$ cat src/rtl/gport_consts.svh
// Offsets, field positions and reset values of the graphics port command logic.
// Included by the package and the design modules; holds definitions only.
`ifndef GPORT_CONSTS_SVH
`define GPORT_CONSTS_SVH

// ----------------------------------------------------------------------
// Register byte addresses
// ----------------------------------------------------------------------
`define GP_ADDR_W 8
`define GP_OFS_STATUS 8'hA4
`define GP_OFS_COMMAND 8'hA8
`define GP_OFS_STATE 8'hAC

// ----------------------------------------------------------------------
// Command register fields
// ----------------------------------------------------------------------
`define GP_CMD_RATE_1X 0
`define GP_CMD_RATE_2X 1
`define GP_CMD_PORT_EN 8
`define GP_CMD_SBA_EN 9
`define GP_CMD_RESET 32'h00000000
`define GP_CMD_WMASK 32'h00000303

// ----------------------------------------------------------------------
// Read-only capability word: side-band plus both rates
// ----------------------------------------------------------------------
`define GP_STATUS_VALUE 32'h00000203

// ----------------------------------------------------------------------
// State register fields
// ----------------------------------------------------------------------
`define GP_PEND_W 6
`define GP_ST_SBA_FLIGHT 8
`define GP_ST_SVC_BUSY 9

// ----------------------------------------------------------------------
// Input synchroniser
// ----------------------------------------------------------------------
`define GP_SYNC_W 3

`endif

$ cat src/rtl/gport_pkg.sv
// Types shared by the graphics port command logic.
// Assumes gport_consts.svh is on the include path.
`include "gport_consts.svh"

package gport_pkg;

	typedef enum logic [1:0] {
		RESP_OKAY = 2'b00,
		RESP_SLVERR = 2'b10
	} axi_resp_t;

	typedef enum logic [1:0] {
		WR_IDLE = 2'b00,
		WR_RESP = 2'b01
	} wr_state_t;

endpackage : gport_pkg

$ cat src/rtl/gport_cmd_ctrl.sv
// Graphics port command register bank with its request gating.
// Assumes an AXI4-Lite master for configuration software and a port
// master whose pins arrive asynchronously to aclk.
//
// Decided for this implementation: the AXI4-Lite slave port and the placing of the registers.
`timescale 1ns/1ps
`default_nettype none
`include "gport_consts.svh"

module gport_cmd_ctrl (
	// Clock and reset
	input wire logic aclk,
	input wire logic aresetn,
	// AXI4-Lite write address
	input wire logic [`GP_ADDR_W-1:0] s_axi_awaddr,
	input wire logic [2:0] s_axi_awprot,
	input wire logic s_axi_awvalid,
	output logic s_axi_awready,
	// AXI4-Lite write data
	input wire logic [31:0] s_axi_wdata,
	input wire logic [3:0] s_axi_wstrb,
	input wire logic s_axi_wvalid,
	output logic s_axi_wready,
	// AXI4-Lite write response
	output logic [1:0] s_axi_bresp,
	output logic s_axi_bvalid,
	input wire logic s_axi_bready,
	// AXI4-Lite read address
	input wire logic [`GP_ADDR_W-1:0] s_axi_araddr,
	input wire logic [2:0] s_axi_arprot,
	input wire logic s_axi_arvalid,
	output logic s_axi_arready,
	// AXI4-Lite read data
	output logic [31:0] s_axi_rdata,
	output logic [1:0] s_axi_rresp,
	output logic s_axi_rvalid,
	input wire logic s_axi_rready,
	// Port master pins: request strobe, side-band frame, done strobe
	input wire logic pipe_req,
	input wire logic sba_cmd,
	input wire logic svc_done,
	// Toward the request queue and transfer logic
	output logic pipe_accept,
	output logic sba_accept,
	output logic svc_busy,
	output logic xfer_rate_1x,
	output logic xfer_rate_2x
);
	import gport_pkg::*;

	// ------------------------------------------------------------------
	// Command register and pin synchronisation
	// ------------------------------------------------------------------
	logic [31:0] command_reg;
	logic [`GP_SYNC_W-1:0] pin_lvl;
	logic [`GP_SYNC_W-1:0] pin_prev_reg;
	logic port_en;
	logic sba_en;

	assign port_en = command_reg[`GP_CMD_PORT_EN];
	assign sba_en = command_reg[`GP_CMD_SBA_EN];

	gport_in_sync u_sync (
		.aclk(aclk),
		.aresetn(aresetn),
		.pin_in({svc_done, sba_cmd, pipe_req}),
		.level_out(pin_lvl)
	);

	always_ff @(posedge aclk) begin
		if (!aresetn) begin
			pin_prev_reg <= '0;
		end else begin
			pin_prev_reg <= pin_lvl;
		end
	end

	logic pipe_rise;
	logic sba_rise;
	logic sba_fall;
	logic done_rise;
	assign pipe_rise = pin_lvl[0] & ~pin_prev_reg[0];
	assign sba_rise = pin_lvl[1] & ~pin_prev_reg[1];
	assign sba_fall = ~pin_lvl[1] & pin_prev_reg[1];
	assign done_rise = pin_lvl[2] & ~pin_prev_reg[2];

	// ------------------------------------------------------------------
	// Request gating
	// ------------------------------------------------------------------
	logic sba_flight_reg;
	logic sba_rate1x_reg;
	logic [`GP_PEND_W-1:0] pend_reg;
	logic pipe_take;
	logic sba_take;

	// Pipe requests need only the port enable
	assign pipe_take = pipe_rise & port_en;

	// Side-band frame is judged at its end; at 1X a frame begun while
	// enabled survives a mid-frame disable, at 2X enables must still hold
	assign sba_take = sba_fall & sba_flight_reg &
		(sba_rate1x_reg | (port_en & sba_en));

	always_ff @(posedge aclk) begin
		if (!aresetn) begin
			sba_flight_reg <= 1'b0;
			sba_rate1x_reg <= 1'b0;
		end else if (sba_rise) begin
			sba_flight_reg <= port_en & sba_en;
			sba_rate1x_reg <= command_reg[`GP_CMD_RATE_1X];
		end else if (sba_fall) begin
			sba_flight_reg <= 1'b0;
			sba_rate1x_reg <= 1'b0;
		end
	end

	always_ff @(posedge aclk) begin
		if (!aresetn) begin
			pipe_accept <= 1'b0;
			sba_accept <= 1'b0;
		end else begin
			pipe_accept <= pipe_take;
			sba_accept <= sba_take;
		end
	end

	// Queued work is counted regardless of the enable, so disabling the
	// port never strands an accepted request
	logic take_any;
	logic done_ok;
	assign take_any = pipe_take | sba_take;
	assign done_ok = done_rise & (pend_reg != '0);

	always_ff @(posedge aclk) begin
		if (!aresetn) begin
			pend_reg <= '0;
		end else if (take_any & ~done_ok & ~(&pend_reg)) begin
			pend_reg <= pend_reg + `GP_PEND_W'(1);
		end else if (done_ok & ~take_any) begin
			pend_reg <= pend_reg - `GP_PEND_W'(1);
		end
	end

	always_ff @(posedge aclk) begin
		if (!aresetn) begin
			svc_busy <= 1'b0;
		end else begin
			svc_busy <= (pend_reg != '0) | take_any;
		end
	end

	// One rate drives both buses
	always_ff @(posedge aclk) begin
		if (!aresetn) begin
			xfer_rate_1x <= 1'b0;
			xfer_rate_2x <= 1'b0;
		end else begin
			xfer_rate_1x <= command_reg[`GP_CMD_RATE_1X];
			xfer_rate_2x <= command_reg[`GP_CMD_RATE_2X];
		end
	end

	// ------------------------------------------------------------------
	// AXI4-Lite write path
	// ------------------------------------------------------------------
	wr_state_t wr_state_reg;
	logic [`GP_ADDR_W-1:0] awaddr_reg;
	logic aw_held_reg;
	logic [31:0] wdata_reg;
	logic [3:0] wstrb_reg;
	logic w_held_reg;
	logic [31:0] wr_bytemask;

	always_ff @(posedge aclk) begin
		if (!aresetn) begin
			aw_held_reg <= 1'b0;
			awaddr_reg <= '0;
		end else if (s_axi_awvalid & s_axi_awready) begin
			aw_held_reg <= 1'b1;
			awaddr_reg <= s_axi_awaddr;
		end else if (wr_state_reg == WR_RESP && s_axi_bready) begin
			aw_held_reg <= 1'b0;
		end
	end

	always_ff @(posedge aclk) begin
		if (!aresetn) begin
			w_held_reg <= 1'b0;
			wdata_reg <= '0;
			wstrb_reg <= '0;
		end else if (s_axi_wvalid & s_axi_wready) begin
			w_held_reg <= 1'b1;
			wdata_reg <= s_axi_wdata;
			wstrb_reg <= s_axi_wstrb;
		end else if (wr_state_reg == WR_RESP && s_axi_bready) begin
			w_held_reg <= 1'b0;
		end
	end

	// Ready only while idle and the slot is empty
	always_ff @(posedge aclk) begin
		if (!aresetn) begin
			s_axi_awready <= 1'b0;
			s_axi_wready <= 1'b0;
		end else begin
			s_axi_awready <= wr_state_reg == WR_IDLE && !aw_held_reg &&
				!(s_axi_awvalid & s_axi_awready);
			s_axi_wready <= wr_state_reg == WR_IDLE && !w_held_reg &&
				!(s_axi_wvalid & s_axi_wready);
		end
	end

	genvar b;
	generate
		for (b = 0; b < 4; b = b + 1) begin : g_lane
			assign wr_bytemask[8*b +: 8] = {8{wstrb_reg[b]}};
		end
	endgenerate

	always_ff @(posedge aclk) begin
		if (!aresetn) begin
			wr_state_reg <= WR_IDLE;
			s_axi_bvalid <= 1'b0;
			s_axi_bresp <= RESP_OKAY;
		end else begin
			case (wr_state_reg)
			WR_IDLE: begin
				if (aw_held_reg & w_held_reg) begin
					wr_state_reg <= WR_RESP;
					s_axi_bvalid <= 1'b1;
					s_axi_bresp <= (awaddr_reg[`GP_ADDR_W-1:2] ==
						`GP_OFS_COMMAND >> 2) ? RESP_OKAY : RESP_SLVERR;
				end
			end
			WR_RESP: begin
				if (s_axi_bready) begin
					wr_state_reg <= WR_IDLE;
					s_axi_bvalid <= 1'b0;
				end
			end
			default: begin
				wr_state_reg <= WR_IDLE;
				s_axi_bvalid <= 1'b0;
			end
			endcase
		end
	end

	// Reserved bits masked off; only the command word is writable
	always_ff @(posedge aclk) begin
		if (!aresetn) begin
			command_reg <= `GP_CMD_RESET;
		end else if (wr_state_reg == WR_IDLE && aw_held_reg &&
			w_held_reg && awaddr_reg[`GP_ADDR_W-1:2] ==
			`GP_OFS_COMMAND >> 2) begin
			command_reg <= (command_reg & ~(wr_bytemask & `GP_CMD_WMASK)) |
				(wdata_reg & wr_bytemask & `GP_CMD_WMASK);
		end
	end

	// ------------------------------------------------------------------
	// AXI4-Lite read path
	// ------------------------------------------------------------------
	logic [31:0] rd_word;
	logic rd_hit;

	always_comb begin
		rd_word = '0;
		rd_hit = 1'b1;
		case ({s_axi_araddr[`GP_ADDR_W-1:2], 2'b00})
		`GP_OFS_STATUS: rd_word = `GP_STATUS_VALUE;
		`GP_OFS_COMMAND: rd_word = command_reg;
		`GP_OFS_STATE: begin
			rd_word[`GP_PEND_W-1:0] = pend_reg;
			rd_word[`GP_ST_SBA_FLIGHT] = sba_flight_reg;
			rd_word[`GP_ST_SVC_BUSY] = svc_busy;
		end
		default: rd_hit = 1'b0;
		endcase
	end

	always_ff @(posedge aclk) begin
		if (!aresetn) begin
			s_axi_arready <= 1'b0;
			s_axi_rvalid <= 1'b0;
			s_axi_rdata <= '0;
			s_axi_rresp <= RESP_OKAY;
		end else if (s_axi_rvalid) begin
			if (s_axi_rready) begin
				s_axi_rvalid <= 1'b0;
				s_axi_arready <= 1'b1;
			end
		end else if (s_axi_arvalid & s_axi_arready) begin
			s_axi_arready <= 1'b0;
			s_axi_rvalid <= 1'b1;
			s_axi_rdata <= rd_word;
			s_axi_rresp <= rd_hit ? RESP_OKAY : RESP_SLVERR;
		end else begin
			s_axi_arready <= 1'b1;
		end
	end

endmodule : gport_cmd_ctrl

`default_nettype wire

$ cat src/rtl/gport_in_sync.sv
// Three-stage synchroniser for pins arriving from the port master.
// Assumes a single clock aclk; the output changes once stages two and
// three agree.
`timescale 1ns/1ps
`default_nettype none
`include "gport_consts.svh"

module gport_in_sync (
	// Clock and reset
	input wire logic aclk,
	input wire logic aresetn,
	// Pin levels in and filtered levels out
	input wire logic [`GP_SYNC_W-1:0] pin_in,
	output logic [`GP_SYNC_W-1:0] level_out
);
	import gport_pkg::*;

	genvar i;
	generate
		for (i = 0; i < `GP_SYNC_W; i = i + 1) begin : g_bit
			logic s1_reg;
			logic s2_reg;
			logic s3_reg;
			logic lvl_reg;

			// s1 feeds s2 only: metastability guard
			always_ff @(posedge aclk) begin
				if (!aresetn) begin
					s1_reg <= 1'b0;
					s2_reg <= 1'b0;
					s3_reg <= 1'b0;
				end else begin
					s1_reg <= pin_in[i];
					s2_reg <= s1_reg;
					s3_reg <= s2_reg;
				end
			end

			always_ff @(posedge aclk) begin
				if (!aresetn) begin
					lvl_reg <= 1'b0;
				end else if (s2_reg == s3_reg) begin
					lvl_reg <= s3_reg;
				end
			end

			assign level_out[i] = lvl_reg;
		end
	endgenerate

endmodule : gport_in_sync

`default_nettype wire

$ cat config.mk
export PLATFORM = sky130hd
export DESIGN_NAME = gport_cmd_ctrl
export DESIGN_NICKNAME = d
export VERILOG_FILES = /design/src/rtl/gport_pkg.sv /design/src/rtl/gport_cmd_ctrl.sv /design/src/rtl/gport_in_sync.sv
export VERILOG_INCLUDE_DIRS = /design/src /design/src/rtl
export SDC_FILE = /design/constraint.sdc
export NUM_CORES = 1
export LEC_CHECK = 0
export BUFFER_PORTS_ARGS = -buffer_cell sky130_fd_sc_hd__buf_2
export CORE_AREA = 2 2 85 87
export CTS_CLUSTER_DIAMETER = 80
export CTS_CLUSTER_SIZE = 14
export DETAILED_ROUTE_END_ITERATION = 10
export DIE_AREA = 0 0 87 89
export PLACE_DENSITY = 0.64
export REMOVE_ABC_BUFFERS = 1
export SYNTH_ARGS = -nofsm -noshare
export SYNTH_HDL_FRONTEND = slang
export SYNTH_SLANG_ARGS = --single-unit
$ cat constraint.sdc
create_clock -name aclk -period 6.7 [get_ports aclk]
set_input_delay 0.67 -clock aclk [delete_from_list [all_inputs] [get_ports aclk]]
set_output_delay 0.67 -clock aclk [all_outputs]
set_load 0.05 [all_outputs]
==> results of run 1 <==
[critical path, stage by stage, from the launching register on]
cell and delay [ns]:
dfxtp_1 0.39, nor4_4 0.35, a21oi_2 0.11, or3_1 0.57, ha_1 0.42, o21ai_0 0.28, o21a_1 0.20, nor2_1 0.07
or4_1 0.41, o311ai_1 0.09
[layer usage]
metal	share of wire, %	up-vias
met1	48	896
met5	0	-
met2	45	60
met3	6.1	6
met4	0.92	0
li1	-	1047
[power groups by stage]
| stage | combinational, mW | clock (mW) | sequential, mW |
|---|---|---|---|
| 2_1_floorplan | 0.0498 | 0 | 0.394 |
| 3_3_place_gp | 0.0769 | 0 | 0.385 |
| 3_5_place_dp | 0.0776 | 0 | 0.385 |
| 4_1_cts | 0.0778 | 0.403 | 0.377 |
| 5_1_grt | 0.0831 | 0.422 | 0.378 |
| 6_report | 0.0773 | 0.390 | 0.377 |
[metrics by stage]
| step | std cells | cell area, sq um |
|---|---|---|
| 2_1_floorplan | 284 | 2470 |
| 3_3_place_gp | 411 | 2810 |
| 3_5_place_dp | 411 | 2810 |
| 4_1_cts | 427 | 3050 |
| 5_1_grt | 427 | 3050 |
| 6_report | 427 | 3050 |
[area by class of cell]
class | instances | area, sq um
Fill cell | 670 | 3670
Clock inverter | 4 | 95.1
Tap cell | 80 | 100
Clock buffer | 12 | 145
Inverter | 6 | 35.0
Timing Repair Buffer | 47 | 235
Multi-Input combinational cell | 217 | 1220
Sequential cell | 61 | 1220
[cell usage in the layout (no fill, tap or decap), types with 6 or more instances in the layout]
master | synthesis | final
conb_1 | 1 | 26
dfxtp_1 | 61 | 61
and2_1 | 15 | 15
a21oi_1 | 28 | 28
nand2_1 | 41 | 41
o21ai_0 | 7 | 7
clkbuf_8 | 0 | 10
ha_1 | 6 | 6
nor2_1 | 30 | 30
mux2i_1 | 7 | 7
buf_2 | 0 | 47
a22oi_1 | 7 | 7
nor3_1 | 10 | 10
[logic make-up after synthesis]
logic type / synth area share [%]
other cells: 0.143
simple gates: 21.9
mux: 2.67
flops: 46.5
xor+xnor: 0.667
buf+inv: 10.8
compound gates: 13.8
fa+ha+maj: 3.62
[worst max-delay path by stage]
stage,slack [ns],cells past startpoint,end,start
after global routing,3.54,11,pend_reg[5],u_sync.g_bit[1].lvl_reg
final,3.73,9,pend_reg[5],pend_reg[5]
after CTS,3.73,9,pend_reg[5],pend_reg[5]
after detailed placement,3.74,9,pend_reg[5],pend_reg[5]
after floorplan,3.99,11,pend_reg[5],u_sync.g_bit[1].lvl_reg
after global placement,3.78,9,pend_reg[5],pend_reg[5]
==> impl_metrics.ini, run 1 <==
[finish]
utilization_pct = 45.4
syn2layout_area_growth_pct = 16.1
antennaDiodeCount = 0
largest_reg_flops = 8
drive_gt1_share_pct = 19.6
fin_nets = 417

[synthesis]
synthTopCellsByArea = dfxtp_1, buf_4, nand2_1, a21oi_1, nor2_1
synth_ff_type = dfxtp_1
yosysSeqAreaShare_pct = 46.5
synth.top_cell.area_share_pct = 46.5
synth_area_per_cell_sq_um = 8.84
synth_seq_cells = 61
synth.top_cells.by_count = dfxtp_1, nand2_1, nor2_1
syn_inst = 297
postSynth.asyncResetShare_pct = 0
synth_area_leader_cell = dfxtp_1
ys_types = 44
yosysWarnings = 0
synth_most_common_cell = dfxtp_1
synth_area_sq_um = 2630
synth_enable_flop_cells = 0

[grt]
grt_pass1_vias = 1798
grt_antenna_before_repair = 0
grtUsageMet3_pct = 4.06
grt_util_met2_pct = 21.1
grt.busiest_layer = met2
grt_max_degree = 47
grt_util_met1_pct = 16.5
grtUsageTotal_pct = 13.1
gr-total-overflow = 0
grt_pass1_wl_um = 7920

[detailed_routing]
ant_nets = 0
wirelength_um = 4890
wl_per_cell_um = 11.4
num_vias = 2009
drc = 0
vias_per_cell = 4.70
drtPass1Iterations = 4
drtIter0Drc = 97

[clocking]
clk_latency_ns = 0.33
h-tree-depth = 3
cts_tree = built
root_buffer = clkbuf_8
postCtsSetupRepairBufs = 0
clk_pin_slew_worst_paths_ns = 0.07
postCtsHoldBufs = 0
cts_resized = 0
clockBufferDepth = 2
clock_sinks = 61
cts-buffers-inserted = 9

[placement]
portBuffers = 47
place_hpwl_um = 3500
place.gp.congestion = 0.812
pre_cts_slack_ns = 3.74

[critical_path]
endpoint_kind = register
crit_fanout = 9
rr_worst_depth = 9
startpoint_type = register
worstReg2RegStart = pend_reg[5]
cp.required_ns = 6.93
r2r-end = pend_reg[5]
crit_type = reg -> reg
critPathArrivalTime_ns = 3.20
r2r_slack_ns = 3.73

[power]
power_mw = 0.844
internal-power_mw = 0.645
leakagePower_nw = 1.29
pwr_density_cell_nw_per_um2 = 277
p_sw_mw = 0.199
pwr-share-comb_pct = 9.2
clkPwrFrac_pct = 46.2
switching_share_pct = 23.6
p_seq_share_pct = 44.7
ir_worst_vdd_mv = 0.0950

[min_path]
hp-class = reg -> reg
hold_depth = 1
holdPathEnd = u_sync.g_bit[2].s2_reg
worstHoldStart = u_sync.g_bit[2].s1_reg

[status]
status = finished, final reports clean

[sta]
slew_violations = 0
timing.fmax_mhz = 336
setup-violations-final = 0
max_slew_margin_pct = 48.4
fin_hold_ws_ns = 0.427
rsz0062_at_grt = no
skew_ns = 0.00955
period_share_pct = 44.4
fin_ws_ns = 3.73
final-hold-violation-count = 0
worstMarginPinSlew_ns = 0.773
period_minus_slack_ns = 2.97
setup_tns_ns = 0

[floorplan]
core-area_sq_um = 6720
initial_core_util_pct = 39.1
fp.dieH_um = 89
io_pins = 114
fp-row-count = 30
fp.dieArea_sq_um = 7740
fp.dieW_um = 87

[flow_run]
max-cap-violations = 0
(Power assumes the default switching activity.)
==> run 2, diff against run 1 <==
==> constraint.sdc (replaced) <==
create_clock -name aclk -period 2.8 [get_ports aclk]
set_input_delay 0.28 -clock aclk [delete_from_list [all_inputs] [get_ports aclk]]
set_output_delay 0.28 -clock aclk [all_outputs]
set_load 0.05 [all_outputs]
==> run 2 against run 1 <==
Critical path depth up 2. Maximum frequency up 12%. Sequential cell count unchanged. Cell count up 1.2%. Core utilization up 0.91 points. Combinational power up 140%.
==> impl_metrics.ini, run 2 (synthesized netlist as in run 1, its figures left out) <==
[sta]
setup-violations-final = 0
slew_violations = 0
skew_ns = 0.00765
period_share_pct = 94.7
final-hold-violation-count = 0
setup_tns_ns = 0
period_minus_slack_ns = 2.65
max_slew_margin_pct = 49.0
timing.fmax_mhz = 377
fin_hold_ws_ns = 0.155
fin_ws_ns = 0.148
worstMarginPinSlew_ns = 0.764
rsz0062_at_grt = no

[placement]
postPlaceCellArea_sq_um = 2840
place_inst = 415
place_hpwl_um = 3540
pre_cts_slack_ns = 0.0633
portBuffers = 47
place.gp.congestion = 0.862

[clocking]
h-tree-depth = 3
root_buffer = clkbuf_8
clock_sinks = 61
clk_pin_slew_worst_paths_ns = 0.06
clockBufferDepth = 2
clk_latency_ns = 0.33
cts_tree = built
cts-buffers-inserted = 9
postCtsHoldBufs = 0

[floorplan]
fp.dieW_um = 87
initial_core_util_pct = 39.1
fp-row-count = 30
io_pins = 114
core-area_sq_um = 6720
fp.dieArea_sq_um = 7740
fp.dieH_um = 89

[critical_path]
crit_fanout = 4
slowest_stage = or4_1
crit_type = reg -> reg
crit_path_cell_trace = inv_1 -> ha_1 -> nand2_1 -> o22a_1 -> or3_4 -> ha_1 -> a211oi_2 -> o21a_1 -> nor2_1 -> or4_1 -> o311ai_1
critPathArrivalTime_ns = 2.88
crit_top_cell = ha_1
cp.required_ns = 3.03
endpoint_kind = register
startpoint_type = register
cp_slowest_stage_delay_ns = 0.39

[finish]
largest_reg_flops = 8
finalInstanceArea_sq_um = 3110
final_common_cell = dfxtp_1
fin_nets = 422
utilization_pct = 46.3
most-common-layout-cells = dfxtp_1, buf_2, nand2_1, nor2_1, a21oi_1
syn2layout_area_growth_pct = 18.4
stdcell_count = 432
drive_gt1_share_pct = 21.3
antennaDiodeCount = 0

[detailed_routing]
wirelength_um = 4900
drtIter0Drc = 88
drtPass1Iterations = 4
drc = 0
wl_per_cell_um = 11.3
vias_per_cell = 4.78
ant_nets = 0
num_vias = 2063

[power]
leakagePower_nw = 1.33
power_mw = 2.07
pwr_density_cell_nw_per_um2 = 666
ir_worst_vdd_mv = 0.348

[grt]
grt_antenna_before_repair = 0
grtUsageTotal_pct = 13.4
grt_pass1_vias = 1841
gr-total-overflow = 0
grt_pass1_wl_um = 8010
grt_max_degree = 47

[status]
status = finished, final reports clean

[min_path]
hp-class = in -> reg

[flow_run]
max-cap-violations = 0
## run 2: final cells by class
type | instances | area, sq um
Clock buffer | 13 | 169
Inverter | 6 | 35.0
Tap cell | 80 | 100
Clock inverter | 3 | 90.1
Multi-Input combinational cell | 217 | 1220
Fill cell | 652 | 3610
Timing Repair Buffer | 52 | 273
Sequential cell | 61 | 1220
## run 2: final timing paths
check / from / end / slack, ns / depth (start not counted)
max reg2reg: u_sync.g_bit[1].lvl_reg / pend_reg[5] / 0.15 / 11
min reg2reg: pin_prev_reg[0] / pipe_accept / 0.43 / 1
max: u_sync.g_bit[1].lvl_reg / pend_reg[5] / 0.15 / 11
min: sba_cmd / u_sync.g_bit[1].s1_reg / 0.15 / 2
## run 2: critical path: cells and delay by family (launching register included)
family                     cells  cell delay (ns)
DFF                            1             0.33
AOI/OAI and AO/OA              4             0.79
buffers and inverters          1             0.08
adders and majority gates      2             0.46
and+or+nand+nor                4             0.88
## run 2: metal layers
| layer | routed length, um | track usage [%] | vias up |
|---|---|---|---|
| li1 | - | - | 1055 |
| met1 | 2260 | 16.1 | 946 |
| met2 | 2310 | 21.6 | 52 |
| met3 | 240 | 4.52 | 10 |
| met4 | 82 | 6.39 | 0 |
| met5 | 0 | 0 | - |
## run 2: where the power goes
| group | internal [mW] | total, mW | switching (mW) |
|---|---|---|---|
| clock | 0.665 | 0.984 | 0.319 |
| combinational | 0.0371 | 0.185 | 0.148 |
| sequential | 0.891 | 0.902 | 0.0111 |
| total | 1.59 | 2.07 | 0.478 |
## run 2: timing repair
item                                    4_1_cts  5_1_grt
setup buffers                                 0        1
resized for setup                             0        2
endpoints found under the setup margin        0        1
